--- src/touch_link_pkg.sv ---
package touch_link_pkg;
  // device clock
  localparam int CLK_PERIOD_PS = 5000;
  // least time the handshake stays low after each byte
  localparam int READY_LOW_MIN_NS = 1000;
  localparam int READY_LOW_CYC = (READY_LOW_MIN_NS * 1000 + CLK_PERIOD_PS - 1) / CLK_PERIOD_PS;
  // least time the handshake stays low after reset
  localparam int RESET_LOW_MIN_MS = 1;
  localparam int RESET_LOW_CYC = (RESET_LOW_MIN_MS * 1000000000 + CLK_PERIOD_PS - 1)
                                 / CLK_PERIOD_PS;
  // longest period of the full self-test set
  localparam int SELFTEST_PERIOD_MS = 1000;
  localparam longint SELFTEST_CYC_L = 64'(SELFTEST_PERIOD_MS) * 64'd1000000000
                                      / 64'(CLK_PERIOD_PS);
  localparam int SELFTEST_CYC = int'(SELFTEST_CYC_L);
  localparam int CNT_W = 32;
  // commands
  localparam logic [7:0] CMD_NULL = 8'h00;
  localparam logic [7:0] CMD_STATUS = 8'h05;
  localparam logic [7:0] CMD_FIRST_KEY = 8'h06;
  localparam logic [7:0] CMD_ALL_KEYS = 8'h07;
  localparam logic [7:0] CMD_FAULTS = 8'h0b;
  localparam logic [7:0] CMD_KEY_ERR = 8'h0c;
  localparam logic [7:0] CMD_ECHO = 8'h0f;
  // general status byte
  localparam int ST_COMM_ERR_BIT = 7;
  localparam int ST_ANY_ERR_BIT = 6;
  // first-key report byte
  localparam int FK_ERR_BIT = 7;
  localparam int FK_DET_BIT = 6;
  localparam int FK_IDX_LSB = 0;
  // crc generator polynomial, x^8 implied
  localparam logic [7:0] CRC_POLY = 8'h07;
  localparam logic [7:0] CRC_INIT = 8'h00;
  // matrix and fault vector
  localparam int NUM_KEYS = 24;
  localparam int KEY_IDX_W = 5;
  localparam int FAULT_W = 7;
  // response buffer
  localparam int BUF_AW = 3;
  localparam int BUF_DEPTH = 8;
  typedef enum logic [1:0] {BLD_IDLE, BLD_DATA, BLD_CRC} build_state_t;
  typedef enum logic [1:0] {SC_WAIT, SC_KEY, SC_DUMMY} scan_state_t;
  // msb-first crc-8 step over one byte
  function automatic logic [7:0] crc8(input logic [7:0] crc, input logic [7:0] data);
    logic [7:0] c;
    c = crc ^ data;
    for (int i = 0; i < 8; i++) begin
      c = c[7] ? ((c << 1) ^ CRC_POLY) : (c << 1);
    end
    return c;
  endfunction
  // lowest numbered key in detect, zero when none
  function automatic logic [KEY_IDX_W-1:0] first_key(input logic [NUM_KEYS-1:0] det);
    logic [KEY_IDX_W-1:0] idx;
    idx = '0;
    for (int i = NUM_KEYS - 1; i >= 0; i--) begin
      if (det[i]) begin
        idx = KEY_IDX_W'(i);
      end
    end
    return idx;
  endfunction
endpackage

--- src/resp_buffer.sv ---
`timescale 1ns/10ps
module resp_buffer (
  input wire logic mclk, // device clock
  input wire logic wr_en, // write strobe
  input wire logic [touch_link_pkg::BUF_AW-1:0] wr_addr, // write address
  input wire logic [7:0] wr_data, // write byte
  input wire logic [touch_link_pkg::BUF_AW-1:0] rd_addr, // read address
  output logic [7:0] rd_data // registered read byte
);
  import touch_link_pkg::*;
  logic [7:0] mem [BUF_DEPTH];

  always_ff @(posedge mclk) begin
    if (wr_en) begin
      mem[wr_addr] <= wr_data;
    end
  end

  always_ff @(posedge mclk) begin
    rd_data <= mem[rd_addr];
  end
endmodule // resp_buffer

--- src/touch_host_link.sv ---
`timescale 1ns/10ps
module touch_host_link #(
  parameter int RESET_LOW_CYCLES = touch_link_pkg::RESET_LOW_CYC, // ready low after reset
  parameter int SELFTEST_CYCLES = touch_link_pkg::SELFTEST_CYC // self-test scan period
) (
  input wire logic mclk, // device clock
  input wire logic reset, // synchronous reset
  input wire logic spi_sck, // serial clock pin
  input wire logic spi_ss_n, // slave select pin
  input wire logic spi_mosi, // serial data in pin
  output logic spi_miso_o, // serial data out
  output logic spi_miso_oe, // serial data out enable
  output logic link_ready_handshake_o, // open-drain level, always low
  output logic link_ready_handshake_oe, // pulls the line low when high
  input wire logic [touch_link_pkg::NUM_KEYS-1:0] key_enable, // enabled keys
  input wire logic [touch_link_pkg::NUM_KEYS-1:0] key_detect, // keys in detect
  output logic [touch_link_pkg::KEY_IDX_W-1:0] key_sel, // key being checked
  input wire logic [7:0] key_level, // signal level of key_sel
  input wire logic [7:0] low_signal_limit, // minimum key level
  input wire logic [touch_link_pkg::FAULT_W-1:0] fault_result, // front-end test results
  output logic selftest_slot // pulse in the dummy slot
);
  import touch_link_pkg::*;

  // pin synchronisers: sck, ss_n, mosi
  logic [2:0] sync1_reg;
  logic [2:0] sync2_reg;
  logic sck_d_reg;
  always_ff @(posedge mclk) begin
    if (reset) begin
      sync1_reg <= 3'h3;
      sync2_reg <= 3'h3;
      sck_d_reg <= 1'b1;
    end else begin
      sync1_reg <= {spi_mosi, spi_ss_n, spi_sck};
      sync2_reg <= sync1_reg;
      sck_d_reg <= sync2_reg[0];
    end
  end
  logic sck_s;
  logic ss_s;
  logic mosi_s;
  logic sck_rise;
  logic sck_fall;
  assign sck_s = sync2_reg[0];
  assign ss_s = sync2_reg[1];
  assign mosi_s = sync2_reg[2];
  assign sck_rise = sck_s & ~sck_d_reg & ~ss_s;
  assign sck_fall = ~sck_s & sck_d_reg & ~ss_s;
  // receive shifter, framed by slave select
  logic [7:0] rx_shift_reg;
  logic [2:0] bit_cnt_reg;
  logic byte_done_reg;
  always_ff @(posedge mclk) begin
    if (reset) begin
      rx_shift_reg <= 8'h00;
      bit_cnt_reg <= 3'h0;
      byte_done_reg <= 1'b0;
    end else begin
      byte_done_reg <= 1'b0;
      if (ss_s) begin
        bit_cnt_reg <= 3'h0;
      end else if (sck_rise) begin
        rx_shift_reg <= {rx_shift_reg[6:0], mosi_s};
        bit_cnt_reg <= bit_cnt_reg + 3'h1;
        byte_done_reg <= (bit_cnt_reg == 3'h7);
      end
    end
  end
  // response buffer state
  build_state_t bld_state_reg;
  logic [BUF_AW-1:0] head_reg;
  logic [BUF_AW-1:0] resp_left_reg;
  logic [BUF_AW-1:0] bld_idx_reg;
  logic [BUF_AW-1:0] bld_len_reg;
  logic [31:0] pay_reg;
  logic crc_en_reg;
  logic [7:0] crc_reg;
  logic [7:0] rd_data;
  logic wr_en;
  logic [BUF_AW-1:0] wr_addr;
  logic [7:0] wr_data;
  // transmit shifter: loads the head byte between bytes
  logic [7:0] tx_shift_reg;
  logic tx_busy_reg;
  logic miso_reg;
  always_ff @(posedge mclk) begin
    if (reset) begin
      tx_shift_reg <= 8'h00;
      tx_busy_reg <= 1'b0;
      miso_reg <= 1'b0;
    end else if (ss_s || byte_done_reg) begin
      tx_busy_reg <= 1'b0;
    end else if (sck_fall) begin
      miso_reg <= tx_shift_reg[7];
      tx_shift_reg <= {tx_shift_reg[6:0], 1'b0};
      tx_busy_reg <= 1'b1;
    end else if (!tx_busy_reg) begin
      tx_shift_reg <= (resp_left_reg != '0) ? rd_data : 8'h00;
    end
  end
  assign spi_miso_o = miso_reg;
  assign spi_miso_oe = ~ss_s;
  // self-test results
  logic [NUM_KEYS-1:0] key_err_reg;
  logic [FAULT_W-1:0] fault_err_reg;
  logic comm_err_reg;
  logic any_err;
  assign any_err = (|key_err_reg) | (|fault_err_reg);
  // bytes received before the last response byte are only nulls; the byte sent with the last one can carry a command
  logic take_cmd;
  logic cmd_accept;
  logic [31:0] pay_next;
  logic [BUF_AW-1:0] len_next;
  logic crc_next;
  logic unknown_cmd;
  assign take_cmd = byte_done_reg && (resp_left_reg <= BUF_AW'(1));
  assign cmd_accept = take_cmd && (rx_shift_reg != CMD_NULL);
  always_comb begin
    pay_next = 32'h0;
    len_next = '0;
    crc_next = 1'b1;
    unknown_cmd = 1'b0;
    unique case (rx_shift_reg)
      CMD_NULL: begin
        crc_next = 1'b0;
      end
      CMD_STATUS: begin
        pay_next[ST_COMM_ERR_BIT] = comm_err_reg;
        pay_next[ST_ANY_ERR_BIT] = any_err;
        len_next = BUF_AW'(1);
      end
      CMD_FIRST_KEY: begin
        pay_next[FK_ERR_BIT] = any_err;
        pay_next[FK_DET_BIT] = |key_detect;
        pay_next[FK_IDX_LSB +: KEY_IDX_W] = first_key(key_detect);
        len_next = BUF_AW'(1);
      end
      CMD_ALL_KEYS: begin
        pay_next[NUM_KEYS-1:0] = key_detect;
        len_next = BUF_AW'(3);
      end
      CMD_FAULTS: begin
        pay_next[FAULT_W-1:0] = fault_err_reg;
        len_next = BUF_AW'(1);
      end
      CMD_KEY_ERR: begin
        pay_next[NUM_KEYS-1:0] = key_err_reg;
        len_next = BUF_AW'(3);
      end
      CMD_ECHO: begin
        pay_next[7:0] = ~rx_shift_reg;
        len_next = BUF_AW'(1);
        crc_next = 1'b0;
      end
      default: begin
        unknown_cmd = 1'b1;
        crc_next = 1'b0;
      end
    endcase
  end

  // builds payload then, when crc_en_reg is set, crc into the buffer, one byte a cycle
  always_ff @(posedge mclk) begin
    if (reset) begin
      bld_state_reg <= BLD_IDLE;
      head_reg <= '0;
      resp_left_reg <= '0;
      bld_idx_reg <= '0;
      bld_len_reg <= '0;
      pay_reg <= 32'h0;
      crc_en_reg <= 1'b0;
      crc_reg <= CRC_INIT;
    end else begin
      if (byte_done_reg && resp_left_reg != '0) begin
        head_reg <= head_reg + BUF_AW'(1);
        resp_left_reg <= resp_left_reg - BUF_AW'(1);
      end
      unique case (bld_state_reg)
        BLD_IDLE: begin
          if (cmd_accept && len_next != '0) begin
            pay_reg <= pay_next;
            bld_len_reg <= len_next;
            crc_en_reg <= crc_next;
            bld_idx_reg <= '0;
            crc_reg <= CRC_INIT;
            bld_state_reg <= BLD_DATA;
          end
        end
        BLD_DATA: begin
          crc_reg <= crc8(crc_reg, pay_reg[7:0]);
          pay_reg <= {8'h00, pay_reg[31:8]};
          bld_idx_reg <= bld_idx_reg + BUF_AW'(1);
          if (bld_idx_reg == bld_len_reg - BUF_AW'(1)) begin
            if (crc_en_reg) begin
              bld_state_reg <= BLD_CRC;
            end else begin
              head_reg <= '0;
              resp_left_reg <= bld_len_reg;
              bld_state_reg <= BLD_IDLE;
            end
          end
        end
        BLD_CRC: begin
          head_reg <= '0;
          resp_left_reg <= bld_len_reg + BUF_AW'(1);
          bld_state_reg <= BLD_IDLE;
        end
      endcase
    end
  end
  assign wr_en = (bld_state_reg == BLD_DATA) || (bld_state_reg == BLD_CRC);
  assign wr_addr = bld_idx_reg;
  assign wr_data = (bld_state_reg == BLD_CRC) ? crc_reg : pay_reg[7:0];
  resp_buffer u_resp_buffer (
    .mclk(mclk),
    .wr_en(wr_en),
    .wr_addr(wr_addr),
    .wr_data(wr_data),
    .rd_addr(head_reg),
    .rd_data(rd_data)
  );
  // communications error, set wins over clear by status read
  always_ff @(posedge mclk) begin
    if (reset) begin
      comm_err_reg <= 1'b0;
    end else if (cmd_accept && unknown_cmd) begin
      comm_err_reg <= 1'b1;
    end else if (cmd_accept && rx_shift_reg == CMD_STATUS) begin
      comm_err_reg <= 1'b0;
    end
  end
  // handshake: low at once after each byte, high when idle again
  logic ready_reg;
  logic [CNT_W-1:0] busy_cnt_reg;
  always_ff @(posedge mclk) begin
    if (reset) begin
      ready_reg <= 1'b0;
      busy_cnt_reg <= CNT_W'(RESET_LOW_CYCLES);
    end else if (byte_done_reg) begin
      ready_reg <= 1'b0;
      busy_cnt_reg <= CNT_W'(READY_LOW_CYC - 1);
    end else if (busy_cnt_reg != '0) begin
      busy_cnt_reg <= busy_cnt_reg - CNT_W'(1);
    end else if (bld_state_reg == BLD_IDLE) begin
      // unknown commands build nothing, so release comes straight after
      ready_reg <= 1'b1;
    end
  end
  assign link_ready_handshake_o = 1'b0;
  assign link_ready_handshake_oe = ~ready_reg;

  // periodic key scan with a trailing self-test slot
  scan_state_t scan_state_reg;
  logic [CNT_W-1:0] period_cnt_reg;
  logic [KEY_IDX_W-1:0] key_idx_reg;
  logic [NUM_KEYS-1:0] key_work_reg;
  logic slot_reg;
  always_ff @(posedge mclk) begin
    if (reset) begin
      period_cnt_reg <= '0;
    end else if (period_cnt_reg == '0) begin
      period_cnt_reg <= CNT_W'(SELFTEST_CYCLES - 1);
    end else begin
      period_cnt_reg <= period_cnt_reg - CNT_W'(1);
    end
  end

  always_ff @(posedge mclk) begin
    if (reset) begin
      scan_state_reg <= SC_WAIT;
      key_idx_reg <= '0;
      key_work_reg <= '0;
      key_err_reg <= '0;
      fault_err_reg <= '0;
      slot_reg <= 1'b0;
    end else begin
      slot_reg <= 1'b0;
      unique case (scan_state_reg)
        SC_WAIT: begin
          if (period_cnt_reg == '0) begin
            key_idx_reg <= '0;
            key_work_reg <= '0;
            scan_state_reg <= SC_KEY;
          end
        end
        SC_KEY: begin
          // disabled keys are passed over without a check
          if (key_enable[key_idx_reg] && key_level < low_signal_limit) begin
            key_work_reg[key_idx_reg] <= 1'b1;
          end
          if (key_idx_reg == KEY_IDX_W'(NUM_KEYS - 1)) begin
            scan_state_reg <= SC_DUMMY;
            slot_reg <= 1'b1;
          end else begin
            key_idx_reg <= key_idx_reg + KEY_IDX_W'(1);
          end
        end
        SC_DUMMY: begin
          // results replace the last round; persistence is left to the host
          key_err_reg <= key_work_reg & key_enable;
          fault_err_reg <= (|key_enable) ? fault_result : '0;
          scan_state_reg <= SC_WAIT;
        end
        default: begin
          scan_state_reg <= SC_WAIT;
        end
      endcase
    end
  end
  assign key_sel = key_idx_reg;
  assign selftest_slot = slot_reg;
endmodule // touch_host_link

--- config.mk ---
export PLATFORM = sky130hd
export DESIGN_NAME = touch_host_link
export DESIGN_NICKNAME = d
export VERILOG_FILES = /design/src/touch_link_pkg.sv /design/src/resp_buffer.sv /design/src/touch_host_link.sv
export SDC_FILE = /design/constraint.sdc
export NUM_CORES = 1
export LEC_CHECK = 0
export BUFFER_PORTS_ARGS = -buffer_cell sky130_fd_sc_hd__buf_2
export CAP_MARGIN = 5
export CORE_AREA = 2 2 144 146
export DETAILED_ROUTE_END_ITERATION = 12
export DIE_AREA = 0 0 146 148
export PLACE_DENSITY = 0.95
export SYNTH_ARGS = -nofsm -noshare
export SYNTH_HDL_FRONTEND = slang
export SYNTH_SLANG_ARGS = --single-unit
--- constraint.sdc ---
create_clock -name mclk -period 7.8 [get_ports mclk]
set_clock_uncertainty 0.15 [all_clocks]
set_input_delay 0.39 -clock mclk [delete_from_list [all_inputs] [get_ports mclk]]
set_output_delay 0.39 -clock mclk [all_outputs]
set_load 0.03 [all_outputs]
# After elaboration in Yosys (flattened, before gate mapping)
# Memories as Yosys holds them, arrays and structs flattened. A register that Yosys moved wholly into a read port is not among the register bits.
# Index checks and enable logic that the tools add are counted.
dict set report totals {
  romBits 0
  ram_bits 64
  input_bits 76
  memories 1
  latchBits 0
  ff_bits 213
}
# memory words word_bits rd rd_ports_with_merged_regs write_ports line
set mem_list {}
lappend mem_list {u_resp_buffer.mem 8 8 1 1 1 resp_buffer.sv:11} ;# logic [7:0] mem [BUF_DEPTH];
dict set report classes {
  bitwise 25
  div_mod_pow 0
  n_eq_ne 20
  magnitude_cmp 4
  multipliers 0
  shift 0
  muxes 84
  n_reduce_logical 46
  addsub 9
}
# op count
set op_table {}
lappend op_table {{$mux 5} 26}
lappend op_table {{$reduce_or 24->1} 3}
lappend op_table {{$pmux 32 s2} 1}
lappend op_table {{$sub 32x1->32 const B} 2}
lappend op_table {{$mux 24} 2}
lappend op_table {{$pmux 24 s2} 1}
lappend op_table {{$mux 3} 15}
lappend op_table {{$mux 8} 5}
lappend op_table {{$mux 18} 2}
lappend op_table {{$logic_not 32->1} 1}
lappend op_table {{$mux 32} 1}
lappend op_table {{$pmux 16 s2} 1}
lappend op_table {{$reduce_bool 32->1} 1}
lappend op_table {{$mux 28} 1}
lappend op_table {{$pmux 5 s5} 1}
lappend op_table {{$and 24x24->24} 1}
lappend op_table {{$eq 8x3->1 const B} 3}
lappend op_table {{$eq 8x4->1 const B} 3}
lappend op_table {{$not 3->3} 8}
lappend op_table {{$or 24x24->24} 1}
lappend op_table {{$pmux 3 s2} 3}
lappend op_table {{$pmux 8 s2} 1}
lappend op_table {{$reduce_and 2->1} 8}
lappend op_table {{$ne 2x2->1 const B} 7}
lappend op_table {{other kinds (41)} 90}

# Longest topological paths before layout
dict set report depth {
  word_depth 27
  depth_mapped 10
}

# Cells and area by module
# Synthesis repeated with hierarchy kept, for this count alone.
dict set report unflattened {
  cells_unflattened 1307
  hier_area_um2 12759.7
}
# mod area_per_inst_um2 cells_each instances
set by_module_without_submodules {}
lappend by_module_without_submodules {touch_host_link 10068.4 1193 1}
lappend by_module_without_submodules {resp_buffer 2691.3 114 1}

# Worst setup path before layout
# OpenSTA, ideal clock, no wires.
dict set report synth_path {
  path_type {register to register}
  start {register key_idx_reg[1], in the netlist key_sel[1]}
  end {register key_work_reg[14]}
  path_buffers 3
  path_stages_with_launch 10
  setup_slack_ps 5140
  t_arrival_ps 2393
  setup_ps 117
  cell_sequence {dfxtp_1 -> buf_2 -> mux4_2 -> nor2_1 -> a211oi_1 -> a221o_1 -> and2_1 -> buf_2 -> buf_2 -> a32o_1}
}
dict set report synth_between {
  elab_chain_len 7
  word_cells_on_any_way 13
  cone_classes {2 x order compare; 1 x eq/ne; 6 x mux; 1 x bitwise; 3 x reduce/logical}
}
# element line
set synth_lines {}
lappend synth_lines {{start: declaration} touch_host_link.sv:256} ;# logic [KEY_IDX_W-1:0] key_idx_reg;
lappend synth_lines {{start signal: assignment} touch_host_link.sv:296} ;# key_idx_reg <= key_idx_reg + KEY_IDX_W'(1);
lappend synth_lines {{$lt 5x6->1 (implied by the code) / $ge 5x1->1 (equally long branches)} touch_host_link.sv:290} ;# key_work_reg[key_idx_reg] <= 1'b1;
lappend synth_lines {{$logic_and 1x1->1 (implied by the code)} touch_host_link.sv:290}
lappend synth_lines {{$mux 1 (implied by the code)} touch_host_link.sv:290}
lappend synth_lines {{$demux 1 s5} touch_host_link.sv:290}
lappend synth_lines {{$or 24x24->24 (no source line)} n/a}
lappend synth_lines {{$mux 24} touch_host_link.sv:289} ;# if (key_enable[key_idx_reg] && key_level < low_signal_limit) begin
lappend synth_lines {{$pmux 24 s2} touch_host_link.sv:279} ;# unique case (scan_state_reg)
lappend synth_lines {{end signal: assignment} touch_host_link.sv:273} ;# key_work_reg <= '0;
lappend synth_lines {{end signal: assignment} touch_host_link.sv:283} ;# key_work_reg <= '0;
lappend synth_lines {{end signal: indexed assignment} touch_host_link.sv:290}
lappend synth_lines {{end: declaration} touch_host_link.sv:257} ;# logic [NUM_KEYS-1:0] key_work_reg;
# Several ways; a longest one is shown, not always the timed one. The select of a mux whose other input is x is not followed.
# A chain may end at the register's enable or synchronous reset.

# Final worst setup path
dict set report layout_path {
  start {register period_cnt_reg[5]}
  end {register key_work_reg[21]}
}
dict set report layout_between {
  elab_chain_len 3
}
# element line
set layout_lines {}
lappend layout_lines {{start: declaration} touch_host_link.sv:255} ;# logic [CNT_W-1:0] period_cnt_reg;
lappend layout_lines {{start signal: assignment} touch_host_link.sv:263} ;# period_cnt_reg <= CNT_W'(SELFTEST_CYCLES - 1);
lappend layout_lines {{start signal: assignment} touch_host_link.sv:265} ;# period_cnt_reg <= period_cnt_reg - CNT_W'(1);
lappend layout_lines {{$logic_not 32->1} touch_host_link.sv:281} ;# if (period_cnt_reg == '0) begin
lappend layout_lines {{$ne 2x2->1 (no source line)} n/a}
lappend layout_lines {{$reduce_and 3->1 (no source line)} n/a}
# Every way passes these cells.

==> impl_metrics.ini <==
[synth]
synth-adder-area-share_pct = 2.45
ys_types = 76
ys_ff_latch = 276
synth_top_family_by_area = simple AND/OR/NAND/NOR gates
synth_edf_count = 64
ys.flop_type = dfxtp_1
synthMuxAreaShare_pct = 6.46
yosysSeqAreaShare_pct = 48.4
synth_xor_area_share_pct = 5.47
synth-compound-area-share_pct = 13.8
synthSimpleGateAreaFrac_pct = 19.7
synthArstFlopShare_pct = 0
synth_warnings = 0
syn-cell-area_um2 = 12700
syn_inst = 1299
synth_nets = 1400
syn_avg_cell_area_um2 = 9.81

[cells_and_area]
nNetsFinal = 1451
final_common_cell = dfxtp_1
fin_area_um2 = 14300
layout-drive-gt1-share_pct = 14.9
syn_to_final_growth_pct = 12.5
fillers = 1333
layout.area.seq_um2 = 6170
layout_common_cells = 212 x dfxtp_1, 142 x nor2_1, 94 x a21oi_1, 83 x buf_2, 81 x nand2_1
largest_reg_flops = 64
multi_input_area_um2 = 6110

[global_route]
grt_use_met2_pct = 53.1
grt_pass1_wl_mm = 54.2
grt_pass1_vias = 10600
met3_usage_pct = 5.90
grt_busiest_layer = met2
grt_usage_pct = 30.7
grt_max_degree = 82
use_met1_pct = 37.3
antenna_found_initial = 3
grt-ovfl-total = 0

[timing]
setup_violations = 0
min_period_over_period_pct = 47.2
slew_violations = 0
maxSlewHeadroom_pct = 20.6
max_freq_mhz = 272
max_slew.worst_pin.slew_ns = 1.19
fin_crit_ns = 3.68
whs_ns = 0.000407
fin_setup_tns_ns = 0
rsz0062_at_grt = no
hold_viol_final = 0

[power]
p_leak_nw = 5.03
switchingPower_mw = 1.11
p_per_area_nw_per_um2 = 263
vdd_drop_max_uv = 214
clkPwrFrac_pct = 38.3
seqPwrFrac_pct = 43.9
combPwrFrac_pct = 17.9
swShare_pct = 29.6
p_int_mw = 2.65

[floorplanning]
rows = 52
die_area_um2 = 21600
start_util_pct = 63.6
num_io_pins = 86
coreArea_um2 = 20000
chipHeight_um = 148
die_x_um = 146

[setup_path]
cp.arrival_ns = 3.96
worst-setup-path-type = reg -> reg
reg2reg_depth = 6
startpoint_type = flop
r2r_start = period_cnt_reg[5]$_SDFF_PP0_
reg2reg_setup_slack_ns = 4.12
end_kind = flop
crit_fanout = 24
cp.required_ns = 8.08
worstReg2RegEnd = key_work_reg[21]$_SDFFE_PP0P_

[placement]
gp_congestion = 0.965
portBuffers = 84
dpl_cell_area_um2 = 13200
place_hpwl_mm = 20.7

[run]
cap_violations = 0

[outcome]
status = finished, final reports clean

[drt]
post_drt_wl_per_cell_um = 20.5
wl_mm = 33.8
via_count = 11000
drt_iter0_drc = 1296
via_per_inst = 6.66
dr.pass1.iters = 6
ant_nets = 0
drc = 0

[clock_network]
cts-resized-gates = 0
clk_pin_slew_ns = 0.07
h-tree-depth = 1
clock_sinks = 276
clk_path_buf_depth = 3
root_buffer = clkbuf_16
numCtsBuffers = 28
worstSkewPairLatency_ns = 0.55
cts_tree = built

[hold_path]
worstHoldPathType = in -> reg
worstHoldStart = key_enable[17]
min_delay_path_depth = 3
hold_path_end = key_err_reg[17]$_SDFFE_PP0N_
-- worst max-delay path, cell delays in order, from the launching register on --
cell	delay, ns
dfxtp_1	0.35
nor4_1	0.48
nand3_1	0.37
nand4bb_1	0.84
o31a_1	0.78
and2_1	0.32
a32o_1	0.27
-- power groups by stage --
stage	logic (mW)	registers, mW	clock network (mW)
5_1_grt	0.722	1.66	1.50
3_5_place_dp	0.603	1.67	0
4_1_cts	0.647	1.65	1.44
2_1_floorplan	0.473	1.65	0
3_3_place_gp	0.576	1.66	0
6_report	0.673	1.65	1.44
-- cells in the mapped netlist, types with 19 or more instances --
| library cell | number | area [um2] |
|---|---|---|
| a21oi_1 | 94 | 470 |
| a22oi_1 | 19 | 143 |
| clkbuf_1 | 68 | 255 |
| dfxtp_1 | 212 | 4240 |
| edfxtp_1 | 64 | 1920 |
| ha_1 | 25 | 313 |
| inv_1 | 35 | 131 |
| mux4_2 | 21 | 473 |
| nand2_1 | 81 | 304 |
| nand3_1 | 46 | 230 |
| nor2_1 | 142 | 533 |
| nor3_1 | 51 | 255 |
| nor4_1 | 42 | 263 |
| o21ai_0 | 26 | 130 |
| or3_1 | 19 | 119 |
| xnor2_1 | 58 | 508 |
| xor2_1 | 19 | 166 |
-- stage by stage --
step | worst slack (ns) | total power [mW] | util [%] | instances
floorplan | 5.14 | 2.12 | - | 1299
global placement | 4.46 | 2.24 | 66.0 | 1580
detailed placement | 4.39 | 2.27 | 66.0 | 1580
CTS | 4.29 | 3.73 | 71.5 | 1642
global route | 3.96 | 3.88 | 71.5 | 1645
finish | 4.12 | 3.77 | 71.5 | 1646
-- per-layer routing --
metal / vias up / part of all wire [%] / routed length [um]
met5: - / 0 / 0
met4: 0 / 5.1 / 1740
met3: 180 / 9.3 / 3140
met2: 709 / 48 / 16300
met1: 5218 / 37 / 12600
li1: 4856 / - / -
-- cell families (layout without fill, tap and decap cells) --
logic type / count (synthesis) / count (layout)
flip-flops: 276 / 276
AO/OA/AOI/OAI: 259 / 259
buffers and inverters: 116 / 189
AND/OR/NAND/NOR: 490 / 490
other: 1 / 5
multiplexers: 54 / 54
adder cells (fa/ha/maj): 25 / 25
XOR/XNOR: 78 / 78
-- repair_timing --
item	4_1_cts	5_1_grt
setup endpoints to repair	0	0
hold buffers	10	0
endpoints found under the hold margin	10	0
setup buffers	0	0
-- worst max path at each step --
stage / startpoint / to / slack (ns) / cells after the start
2_1_floorplan: key_sel[1]$_SDFFE_PP0P_ / key_work_reg[14]$_SDFFE_PP0P_ / 5.14 / 9
3_3_place_gp: period_cnt_reg[5]$_SDFF_PP0_ / key_work_reg[8]$_SDFFE_PP0P_ / 4.46 / 6
6_report: period_cnt_reg[5]$_SDFF_PP0_ / key_work_reg[21]$_SDFFE_PP0P_ / 4.12 / 6
3_5_place_dp: period_cnt_reg[5]$_SDFF_PP0_ / key_work_reg[20]$_SDFFE_PP0P_ / 4.39 / 6
4_1_cts: period_cnt_reg[5]$_SDFF_PP0_ / key_work_reg[21]$_SDFFE_PP0P_ / 4.29 / 6
5_1_grt: period_cnt_reg[5]$_SDFF_PP0_ / key_work_reg[10]$_SDFFE_PP0P_ / 3.96 / 6
-- final cells by class --
type                            instances  area share [%]
Timing Repair Buffer                  102            4.07
Antenna cell                            4          0.0698
Tap cell                              270            2.36
Clock buffer                           35            5.73
Clock inverter                         17            1.26
Inverter                               35           0.916
Sequential cell                       276            43.0
Multi-Input combinational cell        907            42.6
Power figures use the tool's default switching activity.
